<file path="config.mk">
export PLATFORM = sky130hd
export DESIGN_NAME = hpc_port_config
export DESIGN_NICKNAME = d
export VERILOG_FILES = /design/src/verilog/hpc_pkg.sv /design/src/verilog/hpc_locked_field.sv /design/src/verilog/hpc_port_config.sv /design/src/verilog/hpc_strap_capture.sv
export SDC_FILE = /design/constraint.sdc
export NUM_CORES = 1
export LEC_CHECK = 0
export BUFFER_PORTS_ARGS = -buffer_cell sky130_fd_sc_hd__clkbuf_2
export CORE_MARGIN = 4
export CORE_UTILIZATION = 45
export CTS_CLUSTER_SIZE = 24
export DETAILED_ROUTE_END_ITERATION = 12
export GPL_ROUTABILITY_DRIVEN = 1
export MAX_ROUTING_LAYER = met4
export PLACE_DENSITY = 0.86
export SLEW_MARGIN = 20
export SYNTH_ARGS = -nofsm -noshare
export SYNTH_HDL_FRONTEND = slang
export SYNTH_HIERARCHICAL = 1
export SYNTH_SLANG_ARGS = --single-unit
export TNS_END_PERCENT = 1
</file>
<file path="constraint.sdc">
create_clock -name i_clk_sys -period 1.68 [get_ports i_clk_sys]
set_input_delay 0.252 -clock i_clk_sys [delete_from_list [all_inputs] [get_ports i_clk_sys]]
set_output_delay 0.252 -clock i_clk_sys [all_outputs]
set_load 0.005 [all_outputs]
</file>
<file path="src/verilog/hpc_pkg.sv">
package hpc_pkg;

    localparam int unsigned PORT_COUNT = 4;

    // register offsets
    localparam logic [7:0] CHARGE_SUPPORT_ENABLES_OFFSET = 8'h06;
    localparam logic [7:0] REMOVABLE_CONFIG_OFFSET       = 8'h07;
    localparam logic [7:0] PORT_USED_CONFIG_OFFSET       = 8'h08;
    localparam logic [7:0] HIGH_SPEED_ONLY_OFFSET        = 8'h09;
    localparam logic [7:0] DEVICE_CONFIG_SECOND_OFFSET   = 8'h0A;

    // field positions
    localparam int unsigned UNLOCK_BIT         = 7;
    localparam int unsigned BC_CUSTOM_BIT      = 6;
    localparam int unsigned PWR_POLARITY_BIT   = 5;
    localparam int unsigned HI_CURRENT_BIT     = 4;
    localparam int unsigned RSVD_RW_LSB        = 2;
    localparam int unsigned AUTO_MODE_OFF_BIT  = 1;

    // values after reset
    localparam logic [3:0] PORT_USED_RESET       = 4'hF;
    localparam logic [3:0] HIGH_SPEED_ONLY_RESET = 4'h0;
    localparam logic [0:0] HI_CURRENT_RESET      = 1'h1;
    localparam logic [1:0] RSVD_RW_RESET         = 2'h0;
    localparam logic [0:0] AUTO_MODE_OFF_RESET   = 1'h0;
    localparam logic [0:0] UNLOCK_RESET          = 1'h0;

    // configuration mode as seen by the block
    typedef enum logic [1:0] {
        HPC_MODE_PINS  = 2'b00,
        HPC_MODE_I2C   = 2'b01,
        HPC_MODE_SMBUS = 2'b10
    } hpc_mode_t;

    // originator of a configuration write
    typedef enum logic [0:0] {
        HPC_SRC_EEPROM = 1'b0,
        HPC_SRC_SMBUS  = 1'b1
    } hpc_src_t;

endpackage : hpc_pkg

</file>
<file path="src/verilog/hpc_locked_field.sv">
module hpc_locked_field #(
    parameter int unsigned       WIDTH = 4,
    parameter logic [WIDTH-1:0]  RESET = '0
) (
    input  wire logic             i_clk_sys,
    input  wire logic             i_reset_n,
    input  wire logic             i_unlock,
    input  wire logic             i_unlock_rise,
    input  wire logic             i_wr,
    input  wire logic [WIDTH-1:0] i_wdata,
    input  wire logic [WIDTH-1:0] i_otp_value,
    output logic      [WIDTH-1:0] o_value
);
    logic [WIDTH-1:0] custom_q;
    logic [WIDTH-1:0] custom_d;

    // on unlock without data the field starts from the otp view, so it does not jump
    always_comb begin
        custom_d = custom_q;
        if (i_wr) begin
            custom_d = i_wdata;
        end else if (i_unlock_rise) begin
            custom_d = i_otp_value;
        end
    end

    always_ff @(posedge i_clk_sys or negedge i_reset_n) begin
        if (!i_reset_n) begin
            custom_q <= RESET;
        end else begin
            custom_q <= custom_d;
        end
    end

    assign o_value = i_unlock ? custom_q : i_otp_value;

endmodule : hpc_locked_field

</file>
<file path="src/verilog/hpc_port_config.sv">
// Operation
// - charge enable bit n drives downstream port n+1
// - charge enable 1 turns charging features on, 0 leaves them off
// - charge enable field captured from power/charge pins at reset release
// - in i2c or smbus mode eeprom or smbus host may overwrite charge enables
// - reserved upper bits of charge and removable registers read zero
// - unlock 0 makes removable, used, high-speed-only follow otp; 1 makes them writable
// - one write may set unlock and new removable value together
// - while locked removable reads as inverse of otp non-removable bits
// - removable bit n describes port n+1, 1 removable, 0 fixed
// - high-speed-only port stays used regardless of used bit
// - i2c mode loads from eeprom; smbus mode lets host overwrite
module hpc_port_config (
    input  wire logic                                 i_clk_sys,
    input  wire logic                                 i_reset_n,
    input  wire hpc_pkg::hpc_mode_t                   i_cfg_mode,
    input  wire logic                                 i_cfg_wr_en,
    input  wire hpc_pkg::hpc_src_t                    i_cfg_wr_src,
    input  wire logic [7:0]                           i_cfg_wr_addr,
    input  wire logic [7:0]                           i_cfg_wr_data,
    input  wire logic                                 i_cfg_rd_en,
    input  wire logic [7:0]                           i_cfg_rd_addr,
    input  wire logic [hpc_pkg::PORT_COUNT-1:0]       i_power_charge_pins,
    input  wire logic                                 i_power_polarity_pin,
    input  wire logic [hpc_pkg::PORT_COUNT-1:0]       i_otp_non_removable,
    input  wire logic [hpc_pkg::PORT_COUNT-1:0]       i_otp_port_used,
    input  wire logic [hpc_pkg::PORT_COUNT-1:0]       i_otp_high_speed_only,
    input  wire logic                                 i_otp_hi_current,
    output logic      [7:0]                           o_cfg_rd_data,
    output logic                                      o_cfg_rd_valid,
    output logic                                      o_cfg_ready,
    output logic      [hpc_pkg::PORT_COUNT-1:0]       o_charge_port_enable,
    output logic      [hpc_pkg::PORT_COUNT-1:0]       o_port_removable,
    output logic      [hpc_pkg::PORT_COUNT-1:0]       o_port_used,
    output logic      [hpc_pkg::PORT_COUNT-1:0]       o_high_speed_only_port,
    output logic      [7:0]                           o_device_config_second
);
    localparam int unsigned N = hpc_pkg::PORT_COUNT;

    logic [N-1:0] strap_charge;
    logic         strap_done;
    logic [0:0]   strap_pol;
    logic         strap_pol_done;
    logic         wr_ok;
    logic         wr_charge;
    logic         wr_remov;
    logic         wr_used;
    logic         wr_hso;
    logic         wr_dc2;

    logic [N-1:0] charge_q;
    logic [N-1:0] charge_d;
    logic         unlock_q;
    logic         unlock_d;
    logic         bc_custom_q;
    logic         bc_custom_d;
    logic         pol_q;
    logic         pol_d;
    logic [1:0]   rsvd_rw_q;
    logic [1:0]   rsvd_rw_d;
    logic         auto_off_q;
    logic         auto_off_d;
    logic         loaded_q;
    logic         loaded_d;
    logic [7:0]   rd_data_q;
    logic [7:0]   rd_data_d;
    logic         rd_valid_q;
    logic         rd_valid_d;

    logic [N-1:0] remov_val;
    logic [N-1:0] used_val;
    logic [N-1:0] hso_val;
    logic [0:0]   hicur_val;
    logic         unlock_rise;
    logic         bc_rise;

    hpc_strap_capture #(.WIDTH(N)) u_charge_strap (
        .i_clk_sys  (i_clk_sys),
        .i_reset_n  (i_reset_n),
        .i_pins     (i_power_charge_pins),
        .o_value    (strap_charge),
        .o_captured (strap_done)
    );

    hpc_strap_capture #(.WIDTH(1)) u_pol_strap (
        .i_clk_sys  (i_clk_sys),
        .i_reset_n  (i_reset_n),
        .i_pins     (i_power_polarity_pin),
        .o_value    (strap_pol),
        .o_captured (strap_pol_done)
    );

    // eeprom loads only count in i2c mode, host writes only in smbus mode
    always_comb begin
        wr_ok = 1'b0;
        if (i_cfg_wr_en && loaded_q) begin
            unique case (i_cfg_mode)
                hpc_pkg::HPC_MODE_I2C:   wr_ok = (i_cfg_wr_src == hpc_pkg::HPC_SRC_EEPROM);
                hpc_pkg::HPC_MODE_SMBUS: wr_ok = (i_cfg_wr_src == hpc_pkg::HPC_SRC_SMBUS);
                hpc_pkg::HPC_MODE_PINS:  wr_ok = 1'b0;
                default:                 wr_ok = 1'b0;
            endcase
        end
    end

    assign wr_charge = wr_ok && (i_cfg_wr_addr == hpc_pkg::CHARGE_SUPPORT_ENABLES_OFFSET);
    assign wr_remov  = wr_ok && (i_cfg_wr_addr == hpc_pkg::REMOVABLE_CONFIG_OFFSET);
    assign wr_used   = wr_ok && (i_cfg_wr_addr == hpc_pkg::PORT_USED_CONFIG_OFFSET);
    assign wr_hso    = wr_ok && (i_cfg_wr_addr == hpc_pkg::HIGH_SPEED_ONLY_OFFSET);
    assign wr_dc2    = wr_ok && (i_cfg_wr_addr == hpc_pkg::DEVICE_CONFIG_SECOND_OFFSET);

    // configuration state
    always_comb begin
        charge_d    = charge_q;
        unlock_d    = unlock_q;
        bc_custom_d = bc_custom_q;
        pol_d       = pol_q;
        rsvd_rw_d   = rsvd_rw_q;
        auto_off_d  = auto_off_q;
        loaded_d    = loaded_q | (strap_done & strap_pol_done);
        if (strap_done && !loaded_q) begin
            charge_d = strap_charge;
            pol_d    = strap_pol[0];
        end
        if (wr_charge) begin
            charge_d = i_cfg_wr_data[N-1:0];
        end
        if (wr_remov) begin
            unlock_d = i_cfg_wr_data[hpc_pkg::UNLOCK_BIT];
        end
        if (wr_dc2) begin
            bc_custom_d = i_cfg_wr_data[hpc_pkg::BC_CUSTOM_BIT];
            pol_d       = i_cfg_wr_data[hpc_pkg::PWR_POLARITY_BIT];
            rsvd_rw_d   = i_cfg_wr_data[hpc_pkg::RSVD_RW_LSB +: 2];
            auto_off_d  = i_cfg_wr_data[hpc_pkg::AUTO_MODE_OFF_BIT];
        end
    end

    always_ff @(posedge i_clk_sys or negedge i_reset_n) begin
        if (!i_reset_n) begin
            charge_q    <= '0;
            unlock_q    <= hpc_pkg::UNLOCK_RESET;
            bc_custom_q <= 1'b0;
            pol_q       <= 1'b0;
            rsvd_rw_q   <= hpc_pkg::RSVD_RW_RESET;
            auto_off_q  <= hpc_pkg::AUTO_MODE_OFF_RESET;
            loaded_q    <= 1'b0;
        end else begin
            charge_q    <= charge_d;
            unlock_q    <= unlock_d;
            bc_custom_q <= bc_custom_d;
            pol_q       <= pol_d;
            rsvd_rw_q   <= rsvd_rw_d;
            auto_off_q  <= auto_off_d;
            loaded_q    <= loaded_d;
        end
    end

    assign unlock_rise = unlock_d & ~unlock_q;
    assign bc_rise     = bc_custom_d & ~bc_custom_q;

    // the new unlock value gates the same write, so unlock and data land together
    hpc_locked_field #(.WIDTH(N), .RESET('0)) u_removable (
        .i_clk_sys     (i_clk_sys),
        .i_reset_n     (i_reset_n),
        .i_unlock      (unlock_q),
        .i_unlock_rise (unlock_rise),
        .i_wr          (wr_remov & unlock_d),
        .i_wdata       (i_cfg_wr_data[N-1:0]),
        .i_otp_value   (~i_otp_non_removable),
        .o_value       (remov_val)
    );

    hpc_locked_field #(.WIDTH(N), .RESET(hpc_pkg::PORT_USED_RESET)) u_used (
        .i_clk_sys     (i_clk_sys),
        .i_reset_n     (i_reset_n),
        .i_unlock      (unlock_q),
        .i_unlock_rise (unlock_rise),
        .i_wr          (wr_used & unlock_q),
        .i_wdata       (i_cfg_wr_data[N-1:0]),
        .i_otp_value   (i_otp_port_used),
        .o_value       (used_val)
    );

    hpc_locked_field #(.WIDTH(N), .RESET(hpc_pkg::HIGH_SPEED_ONLY_RESET)) u_hso (
        .i_clk_sys     (i_clk_sys),
        .i_reset_n     (i_reset_n),
        .i_unlock      (unlock_q),
        .i_unlock_rise (unlock_rise),
        .i_wr          (wr_hso & unlock_q),
        .i_wdata       (i_cfg_wr_data[N-1:0]),
        .i_otp_value   (i_otp_high_speed_only),
        .o_value       (hso_val)
    );

    hpc_locked_field #(.WIDTH(1), .RESET(hpc_pkg::HI_CURRENT_RESET)) u_hicur (
        .i_clk_sys     (i_clk_sys),
        .i_reset_n     (i_reset_n),
        .i_unlock      (bc_custom_q),
        .i_unlock_rise (bc_rise),
        .i_wr          (wr_dc2 & bc_custom_d),
        .i_wdata       (i_cfg_wr_data[hpc_pkg::HI_CURRENT_BIT]),
        .i_otp_value   (i_otp_hi_current),
        .o_value       (hicur_val)
    );

    // register read port, one cycle latency; unmapped offsets read zero
    always_comb begin
        rd_data_d  = rd_data_q;
        rd_valid_d = i_cfg_rd_en;
        if (i_cfg_rd_en) begin
            unique case (i_cfg_rd_addr)
                hpc_pkg::CHARGE_SUPPORT_ENABLES_OFFSET: rd_data_d = {4'h0, charge_q};
                hpc_pkg::REMOVABLE_CONFIG_OFFSET:       rd_data_d = {unlock_q, 3'h0, remov_val};
                hpc_pkg::PORT_USED_CONFIG_OFFSET:       rd_data_d = {4'h0, used_val};
                hpc_pkg::HIGH_SPEED_ONLY_OFFSET:        rd_data_d = {4'h0, hso_val};
                hpc_pkg::DEVICE_CONFIG_SECOND_OFFSET:   rd_data_d = o_device_config_second;
                default:                                rd_data_d = 8'h00;
            endcase
        end
    end

    always_ff @(posedge i_clk_sys or negedge i_reset_n) begin
        if (!i_reset_n) begin
            rd_data_q  <= 8'h00;
            rd_valid_q <= 1'b0;
        end else begin
            rd_data_q  <= rd_data_d;
            rd_valid_q <= rd_valid_d;
        end
    end

    assign o_cfg_rd_data  = rd_data_q;
    assign o_cfg_rd_valid = rd_valid_q;
    assign o_cfg_ready    = loaded_q;

    assign o_charge_port_enable   = charge_q;
    assign o_port_removable       = remov_val;
    assign o_port_used            = used_val | hso_val;
    assign o_high_speed_only_port = hso_val;
    assign o_device_config_second = {1'b0, bc_custom_q, pol_q, hicur_val, rsvd_rw_q, auto_off_q, 1'b0};

    property p_strap_capture;
        @(posedge i_clk_sys) disable iff (!i_reset_n)
        (strap_done && !loaded_q) |=> (o_charge_port_enable == $past(strap_charge));
    endproperty
    a_strap_capture: assert property (p_strap_capture) else $error("charge enables not taken from pins");

    property p_charge_write;
        @(posedge i_clk_sys) disable iff (!i_reset_n)
        wr_charge |=> (o_charge_port_enable == $past(i_cfg_wr_data[3:0]));
    endproperty
    a_charge_write: assert property (p_charge_write) else $error("charge enable write not applied");

    property p_no_write_in_pin_mode;
        @(posedge i_clk_sys) disable iff (!i_reset_n)
        (i_cfg_mode == hpc_pkg::HPC_MODE_PINS && loaded_q) |=> $stable(charge_q) && $stable(unlock_q);
    endproperty
    a_no_write_in_pin_mode: assert property (p_no_write_in_pin_mode) else $error("write taken in pin mode");

    property p_reserved_zero;
        @(posedge i_clk_sys) disable iff (!i_reset_n)
        (i_cfg_rd_en && (i_cfg_rd_addr == hpc_pkg::CHARGE_SUPPORT_ENABLES_OFFSET
                      || i_cfg_rd_addr == hpc_pkg::REMOVABLE_CONFIG_OFFSET))
        |=> (o_cfg_rd_data[6:4] == 3'h0) && o_cfg_rd_valid;
    endproperty
    a_reserved_zero: assert property (p_reserved_zero) else $error("reserved bits read non-zero");

    property p_locked_follows_otp;
        @(posedge i_clk_sys) disable iff (!i_reset_n)
        !unlock_q |-> (o_port_removable == ~i_otp_non_removable) && (used_val == i_otp_port_used);
    endproperty
    a_locked_follows_otp: assert property (p_locked_follows_otp) else $error("locked field not from otp");

    property p_unlock_with_data;
        @(posedge i_clk_sys) disable iff (!i_reset_n)
        (wr_remov && i_cfg_wr_data[7]) |=> unlock_q && (o_port_removable == $past(i_cfg_wr_data[3:0]));
    endproperty
    a_unlock_with_data: assert property (p_unlock_with_data) else $error("combined unlock write lost data");

    property p_locked_write_ignored;
        @(posedge i_clk_sys) disable iff (!i_reset_n)
        (wr_used && !unlock_q && !unlock_d) |=> ##1 (used_val == i_otp_port_used);
    endproperty
    a_locked_write_ignored: assert property (p_locked_write_ignored) else $error("locked used write applied");

    property p_hs_only_used;
        @(posedge i_clk_sys) disable iff (!i_reset_n)
        (o_high_speed_only_port != 4'h0) |-> ((o_port_used & o_high_speed_only_port) == o_high_speed_only_port);
    endproperty
    a_hs_only_used: assert property (p_hs_only_used) else $error("high-speed-only port not used");

    property p_used_reset;
        @(posedge i_clk_sys) $rose(i_reset_n) |-> (u_used.custom_q == hpc_pkg::PORT_USED_RESET);
    endproperty
    a_used_reset: assert property (p_used_reset) else $error("used field reset not all ones");

endmodule : hpc_port_config

</file>
<file path="src/verilog/hpc_strap_capture.sv">
module hpc_strap_capture #(
    parameter int unsigned WIDTH = 4
) (
    input  wire logic             i_clk_sys,
    input  wire logic             i_reset_n,
    input  wire logic [WIDTH-1:0] i_pins,
    output logic      [WIDTH-1:0] o_value,
    output logic                  o_captured
);
    logic [WIDTH-1:0] value_q;
    logic [WIDTH-1:0] value_d;
    logic             captured_q;
    logic             captured_d;

    // pins sampled once, on the first edge after release
    always_comb begin
        value_d    = value_q;
        captured_d = 1'b1;
        if (!captured_q) begin
            value_d = i_pins;
        end
    end

    always_ff @(posedge i_clk_sys or negedge i_reset_n) begin
        if (!i_reset_n) begin
            value_q    <= '0;
            captured_q <= 1'b0;
        end else begin
            value_q    <= value_d;
            captured_q <= captured_d;
        end
    end

    assign o_value    = value_q;
    assign o_captured = captured_q;

endmodule : hpc_strap_capture
</file>
# --- Yosys cells after proc, flatten, opt, wreduce, memory -nomap -nowiden ---
# Index checks and enable logic that the tools add are counted.
word_totals:
  output_inout_bits: 34
  in_bits: 49
  wordCells: 75
  register_bits: 39
classes:
  eq_ne: 12
  muxes: 21
  bitwise_logic: 12
  n_reduce_logical: 14
op_table:
  columns: ["op", "n"]
  rows:
  - ["8-bit by 4-bit equality test with 1-bit output, second input constant", 6]
  - ["4-bit 2-to-1 mux", 11]
  - ["8-bit one-hot mux with 5 select lines", 1]
  - ["8-bit by 3-bit equality test with 1-bit output, second input constant", 4]
  - ["2-bit nonzero test", 6]
  - ["1-bit 2-to-1 mux", 8]
  - ["1-bit logical AND", 7]
  - ["1-bit bitwise AND", 6]
  - ["4-bit inverter", 1]
  - ["4-bit bitwise OR", 1]
  - ["1-bit inverter", 3]
  - ["2-bit by 1-bit equality test with 1-bit output, second input constant", 1]
  - ["2-bit equality test, second input constant", 1]
  - ["1-bit one-hot mux with 2 select lines", 1]
  - ["1-bit zero test", 1]
  - ["1-bit bitwise OR", 1]

# --- Longest topological paths before layout ---
# Gate-level depths: netlist of the first run.
depth:
  depth_word: 8
  ltp_mapped: 7
  depth_no_buf: 6

# --- By module ---
# The synthesis of the first run kept the hierarchy.
modules_own_cells:
  columns: ["module", "n_inst", "area_each_um2", "seq_area_each_um2", "cells_per_inst"]
  rows:
  - ["hpc_port_config", 1, 1261.2, 500.5, 120]
  - ["hpc_locked_field at u_hso ...", 2, 231.5, 100.1, 21]
  - ["hpc_locked_field at u_used", 1, 236.5, 105.1, 21]
  - ["hpc_strap_capture at u_charge_strap", 1, 173.9, 125.1, 10]
  - ["hpc_strap_capture at u_pol_strap", 1, 68.8, 50.0, 4]
  - ["hpc_locked_field at u_hicur", 1, 60.1, 26.3, 5]

# --- Worst setup path after synthesis of the first run ---
# OpenSTA, ideal clock, no wires.
synth_path:
  path_type: "input-to-reg"
  from: "in i_cfg_mode[1]"
  to: "reg u_hso.custom_q[0]"
  required_ns: 1.522
  setup_time_ns: 0.158
  arrival_time_ns: 1.710
  path_slack_ns: -0.188
  path_stages: 7
  n_path_buf: 1
  path_cell_list: "nor3b_1 -> o2111a_1 -> and4_2 -> nor2b_1 -> buf_6 -> mux2i_1 -> o21ai_1"
synth_between:
  elab_chain_len: 7
  elab_cells_between_ends: 11
  classes_between: "eq/ne: 2; mux: 4; bitwise: 2; reduce/logical: 3"
synth_rtl:
  columns: ["element", "line_no", "text"]
  rows:
  - ["from (decl)", "hpc_port_config.sv:16", "input wire hpc_pkg::hpc_mode_t i_cfg_mode,"]
  - ["2-bit equality test or 2-bit by 1-bit equality test with 1-bit output (tied branches)", "hpc_port_config.sv:97", "unique case (i_cfg_mode)"]
  - ["1-bit one-hot mux with 2 select lines *", "hpc_port_config.sv:97", null]
  - ["1-bit 2-to-1 mux *", "hpc_port_config.sv:96", "if (i_cfg_wr_en && loaded_q) begin"]
  - ["1-bit logical AND *", "hpc_port_config.sv:107", "assign wr_remov = wr_ok && (i_cfg_wr_addr == hpc_pkg::REMOVABLE_CONFIG_OFFSET);"]
  - ["1-bit 2-to-1 mux *", "hpc_port_config.sv:128", "if (wr_remov) begin"]
  - ["1-bit bitwise AND *", "hpc_port_config.sv:159", "assign unlock_rise = unlock_d & ~unlock_q;"]
  - ["named net unlock_rise", "hpc_port_config.sv:74", "logic unlock_rise;"]
  - ["2-bit nonzero test (no line) *", null, null]
  - ["to (signal assigned)", "hpc_locked_field.sv:31", "custom_q <= custom_d;"]
  - ["to (decl)", "hpc_locked_field.sv:14", "logic [WIDTH-1:0] custom_q;"]
# The timed path passes the listed nets; every way through them passes the cells marked *.
# A chain may end at the register's enable or synchronous reset.

# --- Worst setup path after layout of the first run ---
layout_path:
  from: "reg unlock_q"
  to: "reg rd_data_q[3], in the netlist o_cfg_rd_data[3]"
layout_between:
  elab_chain_len: 2
  elab_cells_between_ends: 4
  classes_between: "mux: 4"
layout_rtl:
  columns: ["element", "line_no", "text"]
  rows:
  - ["from (decl)", "hpc_port_config.sv:53", "logic unlock_q;"]
  - ["from (signal assigned)", "hpc_port_config.sv:142", "unlock_q <= hpc_pkg::UNLOCK_RESET;"]
  - ["from (signal assigned)", "hpc_port_config.sv:150", "unlock_q <= unlock_d;"]
  - ["4-bit 2-to-1 mux", "hpc_locked_field.sv:35", "assign o_value = i_unlock ? custom_q : i_otp_value;"]
  - ["named net used_val[3]", "hpc_port_config.sv:71", "logic [N-1:0] used_val;"]
  - ["8-bit one-hot mux with 5 select lines", "hpc_port_config.sv:212", "unique case (i_cfg_rd_addr)"]
  - ["to (signal assigned)", "hpc_port_config.sv:228", "rd_data_q <= rd_data_d;"]
  - ["to (decl)", "hpc_port_config.sv:65", "logic [7:0] rd_data_q;"]
# The timed path passes the listed nets, and every way through them passes these cells.

==> results of run 1 <==
## stage by stage
| step | setup TNS [ns] | util (%) |
|---|---|---|
| 2_1_floorplan | -0.0697 | - |
| 3_3_place_gp | -2.29 | 59.2 |
| 3_5_place_dp | -3.08 | 59.2 |
| 4_1_cts | -1.35 | 65.0 |
| 5_1_grt | -2.32 | 65.4 |
| 6_report | -1.62 | 65.4 |
## layer usage
layer | GRT usage (%) | up-vias | wire, um
met5 | - | - | 0
met3 | 4.54 | 11 | 383
met2 | 35.9 | 81 | 3090
met4 | 4.81 | 0 | 128
li1 | - | 921 | -
met1 | 24.6 | 930 | 2510
## power by group through the flow
stage	sequential, mW	clock [mW]	combinational [mW]
3_5_place_dp	1.08	0	0.356
6_report	1.06	1.10	0.390
3_3_place_gp	1.08	0	0.347
4_1_cts	1.06	1.10	0.387
2_1_floorplan	1.07	0	0.179
5_1_grt	1.07	1.14	0.424
## final timing paths
path / from / to / cells after the start
hold reg to reg: u_charge_strap/o_value[0] / u_charge_strap/o_value[0] / 1
setup / recovery: unlock_q / o_cfg_rd_data[3] / 5
hold / removal: i_reset_n / u_removable/custom_q[3] / 2
min in group i_clk_sys: i_cfg_wr_data[4] / u_hicur/custom_q / 3
setup reg to reg: unlock_q / o_cfg_rd_data[3] / 5
max in group asynchronous: i_reset_n / u_hicur/custom_q / 2
## worst max-delay path, stage by stage, from the launching register on
cell	delay, ns
dfrtp_2	0.51
buf_6	0.16
mux2_4	0.30
mux2_2	0.28
a222oi_1	0.38
o22ai_1	0.12
## flip-flops by register name, summed over array words and instances (netlist names)
register / cells
u_removable/custom_q: 4
u_charge_strap/o_captured: 1
u_charge_strap/o_value: 4
pol_q: 1
u_used/custom_q: 4
auto_off_q: 1
o_cfg_ready: 1
o_cfg_rd_valid: 1
rsvd_rw_q: 2
o_charge_port_enable: 4
o_cfg_rd_data: 8
bc_custom_q: 1
u_pol_strap/o_captured: 1
u_hso/custom_q: 4
u_pol_strap/o_value: 1
unlock_q: 1
u_hicur/custom_q: 1
## logic make-up (layout without fill, tap and decap cells)
| logic type | Yosys count | count (layout) | synth area share (%) |
|---|---|---|---|
| muxes | 50 | 50 | 25.3 |
| buffers and inverters | 26 | 125 | 6.63 |
| and+or+nand+nor | 50 | 50 | 13.2 |
| DFF | 40 | 40 | 44.5 |
| AOI/OAI and AO/OA | 33 | 33 | 9.89 |
| other | 3 | 4 | 0.497 |
## cells in the mapped netlist, drive strengths merged
cell type   n  area share, %
and4        1           0.44
dfstp       5            5.8
nor3b       4            1.3
and3b       3            1.2
inv        13            2.2
and2        1           0.28
nand4b      1           0.39
nor4b       1           0.39
or3b        1           0.39
o21ai      14            3.1
nand4       1           0.28
o2111a      1           0.50
a21oi       1           0.22
nand2b      1           0.28
nor3        1           0.22
a21o        2           0.66
buf        11            4.1
clkbuf      2           0.33
nor4        3            1.5
a32o        4            1.8
nand2      19            3.2
o2111ai     1           0.39
nand3b      1           0.50
nor2b       3           0.83
a222oi      3            1.3
or2         4            1.1
nor2        3           0.50
mux2       37             20
nand3       2           0.44
o22ai       7            1.9
conb        3           0.50
mux2i      13            5.7
dfrtp      35             39
## repair_timing
item | CTS | global route
setup endpoints to repair | 16 | 21
pin swaps | 6 | 2
hold endpoints to repair | 0 | 0
buffers inserted | 5 | 0
gates resized for setup | 27 | 4
## area by class of cell
| class | instances | area (um2) |
|---|---|---|
| Clock buffer | 5 | 68.8 |
| Clock inverter | 3 | 90.1 |
| Fill cell | 361 | 1660 |
| Inverter | 13 | 48.8 |
| Multi-Input combinational cell | 137 | 1200 |
| Sequential cell | 40 | 1010 |
| Tap cell | 67 | 83.8 |
| Timing Repair Buffer | 104 | 629 |
==> results.cfg, run 1 <==
[outcome]
outcome = finished with violations
violations = negative hold slack, negative setup slack

[place]
port_buffers = 80
place_congestion = 0.857
place_ws_ns = -0.222
placed_area_um2 = 2830
dp_cells = 356
dp_hpwl_um = 4350

[floorplanning]
die-width_um = 78.9
fp.dieArea_um2 = 6230
placeableCoreArea_um2 = 4790
rows = 25
die_y_um = 78.9
io_pins = 83
floorplan.initialDensity_pct = 47.3

[worst_setup_path]
criticalPathCategory = reg2reg
reg2reg_slack_ns = -0.20
cp-start-kind = register
cp_max_fo = 7
arrival_ns = 2.05
crit_path_end_kind = register
cp.required_ns = 1.85

[timing]
min_period_ns = 1.88
skew_ns = 0.00799
maxSlewHeadroom_pct = 58.8
setup_ws_ns = -0.203
period_share_pct = 112
worstMarginPinSlew_ns = 0.613
timing.fmax_mhz = 531
hold_viol = 5
rsz0062_at_grt = true
holdWs_ns = -0.00573
finalSetupViolations = 12
maxSlewViolCount = 0

[detailed_routing]
drt-total-wl_um = 6110
first_pass_iters = 4
vias = 1943
wl_per_cell_um = 16.6
drt_iter0_drc = 178
detail_route.vias_per_cell = 5.27
ant_nets = 0
drc_errors = 0

[clock_network]
cts_tree = done
htree_levels = 2
cts.sinks = 40
cts-root-buf = clkbuf_8
hold_buffers = 0
ctsLongestPathBuffers = 2
cts_inserted_buffers = 5
clkTransAtPathRegs_ns = 0.08
clkLatencyLatePin_ns = 0.30

[grt]
gr-total-overflow = 0
antenna_found_initial = 0
grt_util_all_layers_pct = 20.6
grt_max_degree = 41
grt_pass1_wl_um = 9620
grt_pass1_vias = 1916

[job]
cap_violations = 0

[synthesis]
syn_area_um2 = 2260
ys.warnings.count = 6
syn_inst = 202
syn-mean-instance-area_um2 = 11.2
synth_cell_types = 39
synth_seq_cells = 40
ys_seq_area_share_pct = 44.5

[finish]
fin_nets = 350
n_antenna_cell = 0
syn_to_final_growth_pct = 38.2
layout_commonest_cell = clkbuf_2
fin_cells = 369
post-route-cell-area_um2 = 3130
layout.cells.most_common_list = clkbuf_2, dfrtp_1, mux2_4, nand2_1, mux2_2
drive_gt1_share_pct = 55.3

[power]
combPwrFrac_pct = 15.3
p_int_mw = 1.98
finalPower_mw = 2.55
seq_power_share_pct = 41.7
ir_drop_mv = 0.638
netSwitchingPower_mw = 0.569
p_per_area_nw_per_um2 = 816
clkPwrFrac_pct = 43.0
power.leakage_nw = 1.49
p_sw_share_pct = 22.3

[worst_hold_path]
holdCritPathClass = in2async
No activity file was read; power rests on OpenSTA's default activity.
==> run 2, diff against run 1 <==
--- a/config.mk
+++ b/config.mk
@@ -12,7 +12,7 @@
 export DETAILED_ROUTE_END_ITERATION = 12
 export GPL_ROUTABILITY_DRIVEN = 1
 export MAX_ROUTING_LAYER = met4
-export PLACE_DENSITY = 0.86
+export PLACE_DENSITY = 0.77
 export SLEW_MARGIN = 20
 export SYNTH_ARGS = -nofsm -noshare
 export SYNTH_HDL_FRONTEND = slang
==> results.cfg, run 2 (synthesized netlist as in run 1, its figures left out) <==
[worst_setup_path]
cp.required_ns = 1.43
cp_max_fo = 8
criticalPathCategory = reg2out
crit_path_end_kind = output pin
cp-start-kind = register
arrival_ns = 1.60

[grt]
grt_util_all_layers_pct = 20.1
grt-busiest-layer = met2
grt_pass1_wl_um = 9560
gr-total-overflow = 0
grt_util_met1_pct = 24.9
grt_pass1_vias = 1987
grt_util_met2_pct = 33.1
grtUsageMet3_pct = 4.20
antenna_found_initial = 0
grt_max_degree = 16

[floorplanning]
fp.dieArea_um2 = 6230
io_pins = 83
rows = 25
die-width_um = 78.9
floorplan.initialDensity_pct = 47.3
die_y_um = 78.9
placeableCoreArea_um2 = 4790

[timing]
rsz0062_at_grt = true
hold_viol = 0
holdWs_ns = 0.133
period_share_pct = 110
min_period_ns = 1.85
setup_ws_ns = -0.175
timing.fmax_mhz = 539
skew_ns = 0.00721
finalSetupViolations = 13
maxSlewHeadroom_pct = 65.1
maxSlewViolCount = 0
worstMarginPinSlew_ns = 0.522

[place]
port_buffers = 80
place_congestion = 0.830
dp_hpwl_um = 4420
placed_area_um2 = 2840

[detailed_routing]
ant_nets = 0
detail_route.vias_per_cell = 5.15
drt-total-wl_um = 5830
drt_iter0_drc = 153
drc_errors = 0
vias = 1904
wl_per_cell_um = 15.7
first_pass_iters = 5

[clock_network]
cts-root-buf = clkbuf_8
clkLatencyLatePin_ns = 0.29
ctsLongestPathBuffers = 2
htree_levels = 2
cts_tree = done
cts.sinks = 40
clkTransAtPathRegs_ns = 0.08
cts_inserted_buffers = 5

[finish]
layout_commonest_cell = clkbuf_2
drive_gt1_share_pct = 54.8
syn_to_final_growth_pct = 36.3
n_antenna_cell = 0
layout.cells.most_common_list = clkbuf_2, dfrtp_1, nand2_1
fin_nets = 351
fill_cells = 409
post-route-cell-area_um2 = 3090
fin_util_pct = 64.5
seqCellArea_um2 = 1010
largest_reg_flops = 8
multi_input_area_um2 = 1190

[power]
ir_drop_mv = 0.547
finalPower_mw = 2.28
p_per_area_nw_per_um2 = 739
power.leakage_nw = 1.47

[outcome]
violations = negative setup slack
outcome = finished with violations

[worst_hold_path]
holdCritPathClass = in2reg

[job]
cap_violations = 0
[run 2: critical path, cell delays in order (launching register included)]
cell and delay, ns:
dfrtp_2 0.51, mux2_4 0.34, buf_6 0.12, or2_4 0.23, clkbuf_2 0.11
[run 2: layout make-up]
class	count	share of cell area (%)
clock inverters	2	1.26
multi-input cells	137	38.6
well taps	67	2.72
inverters	13	1.58
flip-flops and latches	40	32.7
repair buffers	105	20.5
clock buffers	6	2.68
[run 2: where the power goes]
group,internal [mW],switching [mW]
registers,1.02,0.0464
logic,0.223,0.163
clock network,0.486,0.345
total,1.73,0.555
[run 2: path summary, 6_finish.rpt]
check | start | end | slack, ns | cells after the start
min in group asynchronous | i_reset_n | o_cfg_rd_valid | 0.38 | 2
hold / removal | i_cfg_wr_data[4] | u_hicur/custom_q | 0.13 | 3
setup / recovery | unlock_q | o_port_used[1] | -0.17 | 4
hold reg to reg | o_cfg_rd_data[0] | o_cfg_rd_data[0] | 0.51 | 2
setup reg to reg | unlock_q | o_cfg_rd_data[0] | -0.11 | 6
max in group asynchronous | i_reset_n | u_used/custom_q[0] | 0.73 | 3
[run 2: timing repair]
action,in CTS,in global routing
buffers inserted,4,0
hold buffers,1,0
pin swaps,8,2
gates resized for setup,24,4
endpoints found under the setup margin,16,22
hold endpoints to repair,11,0
[run 2: metrics by stage]
stage	setup TNS, ns	setup WS, ns	std cells
finish	-1.39	-0.175	370
global route	-2.21	-0.233	370
CTS	-1.31	-0.174	370
detailed placement	-2.89	-0.226	357
global placement	-2.27	-0.176	357
floorplan	-0.0697	-0.0209	203
[run 2: routing by layer]
metal  vias up  part of all wire, %
met5         -                    0
met3        12                  4.8
met1       909                   43
li1        921                    -
met4         0                  1.9
met2        62                   50
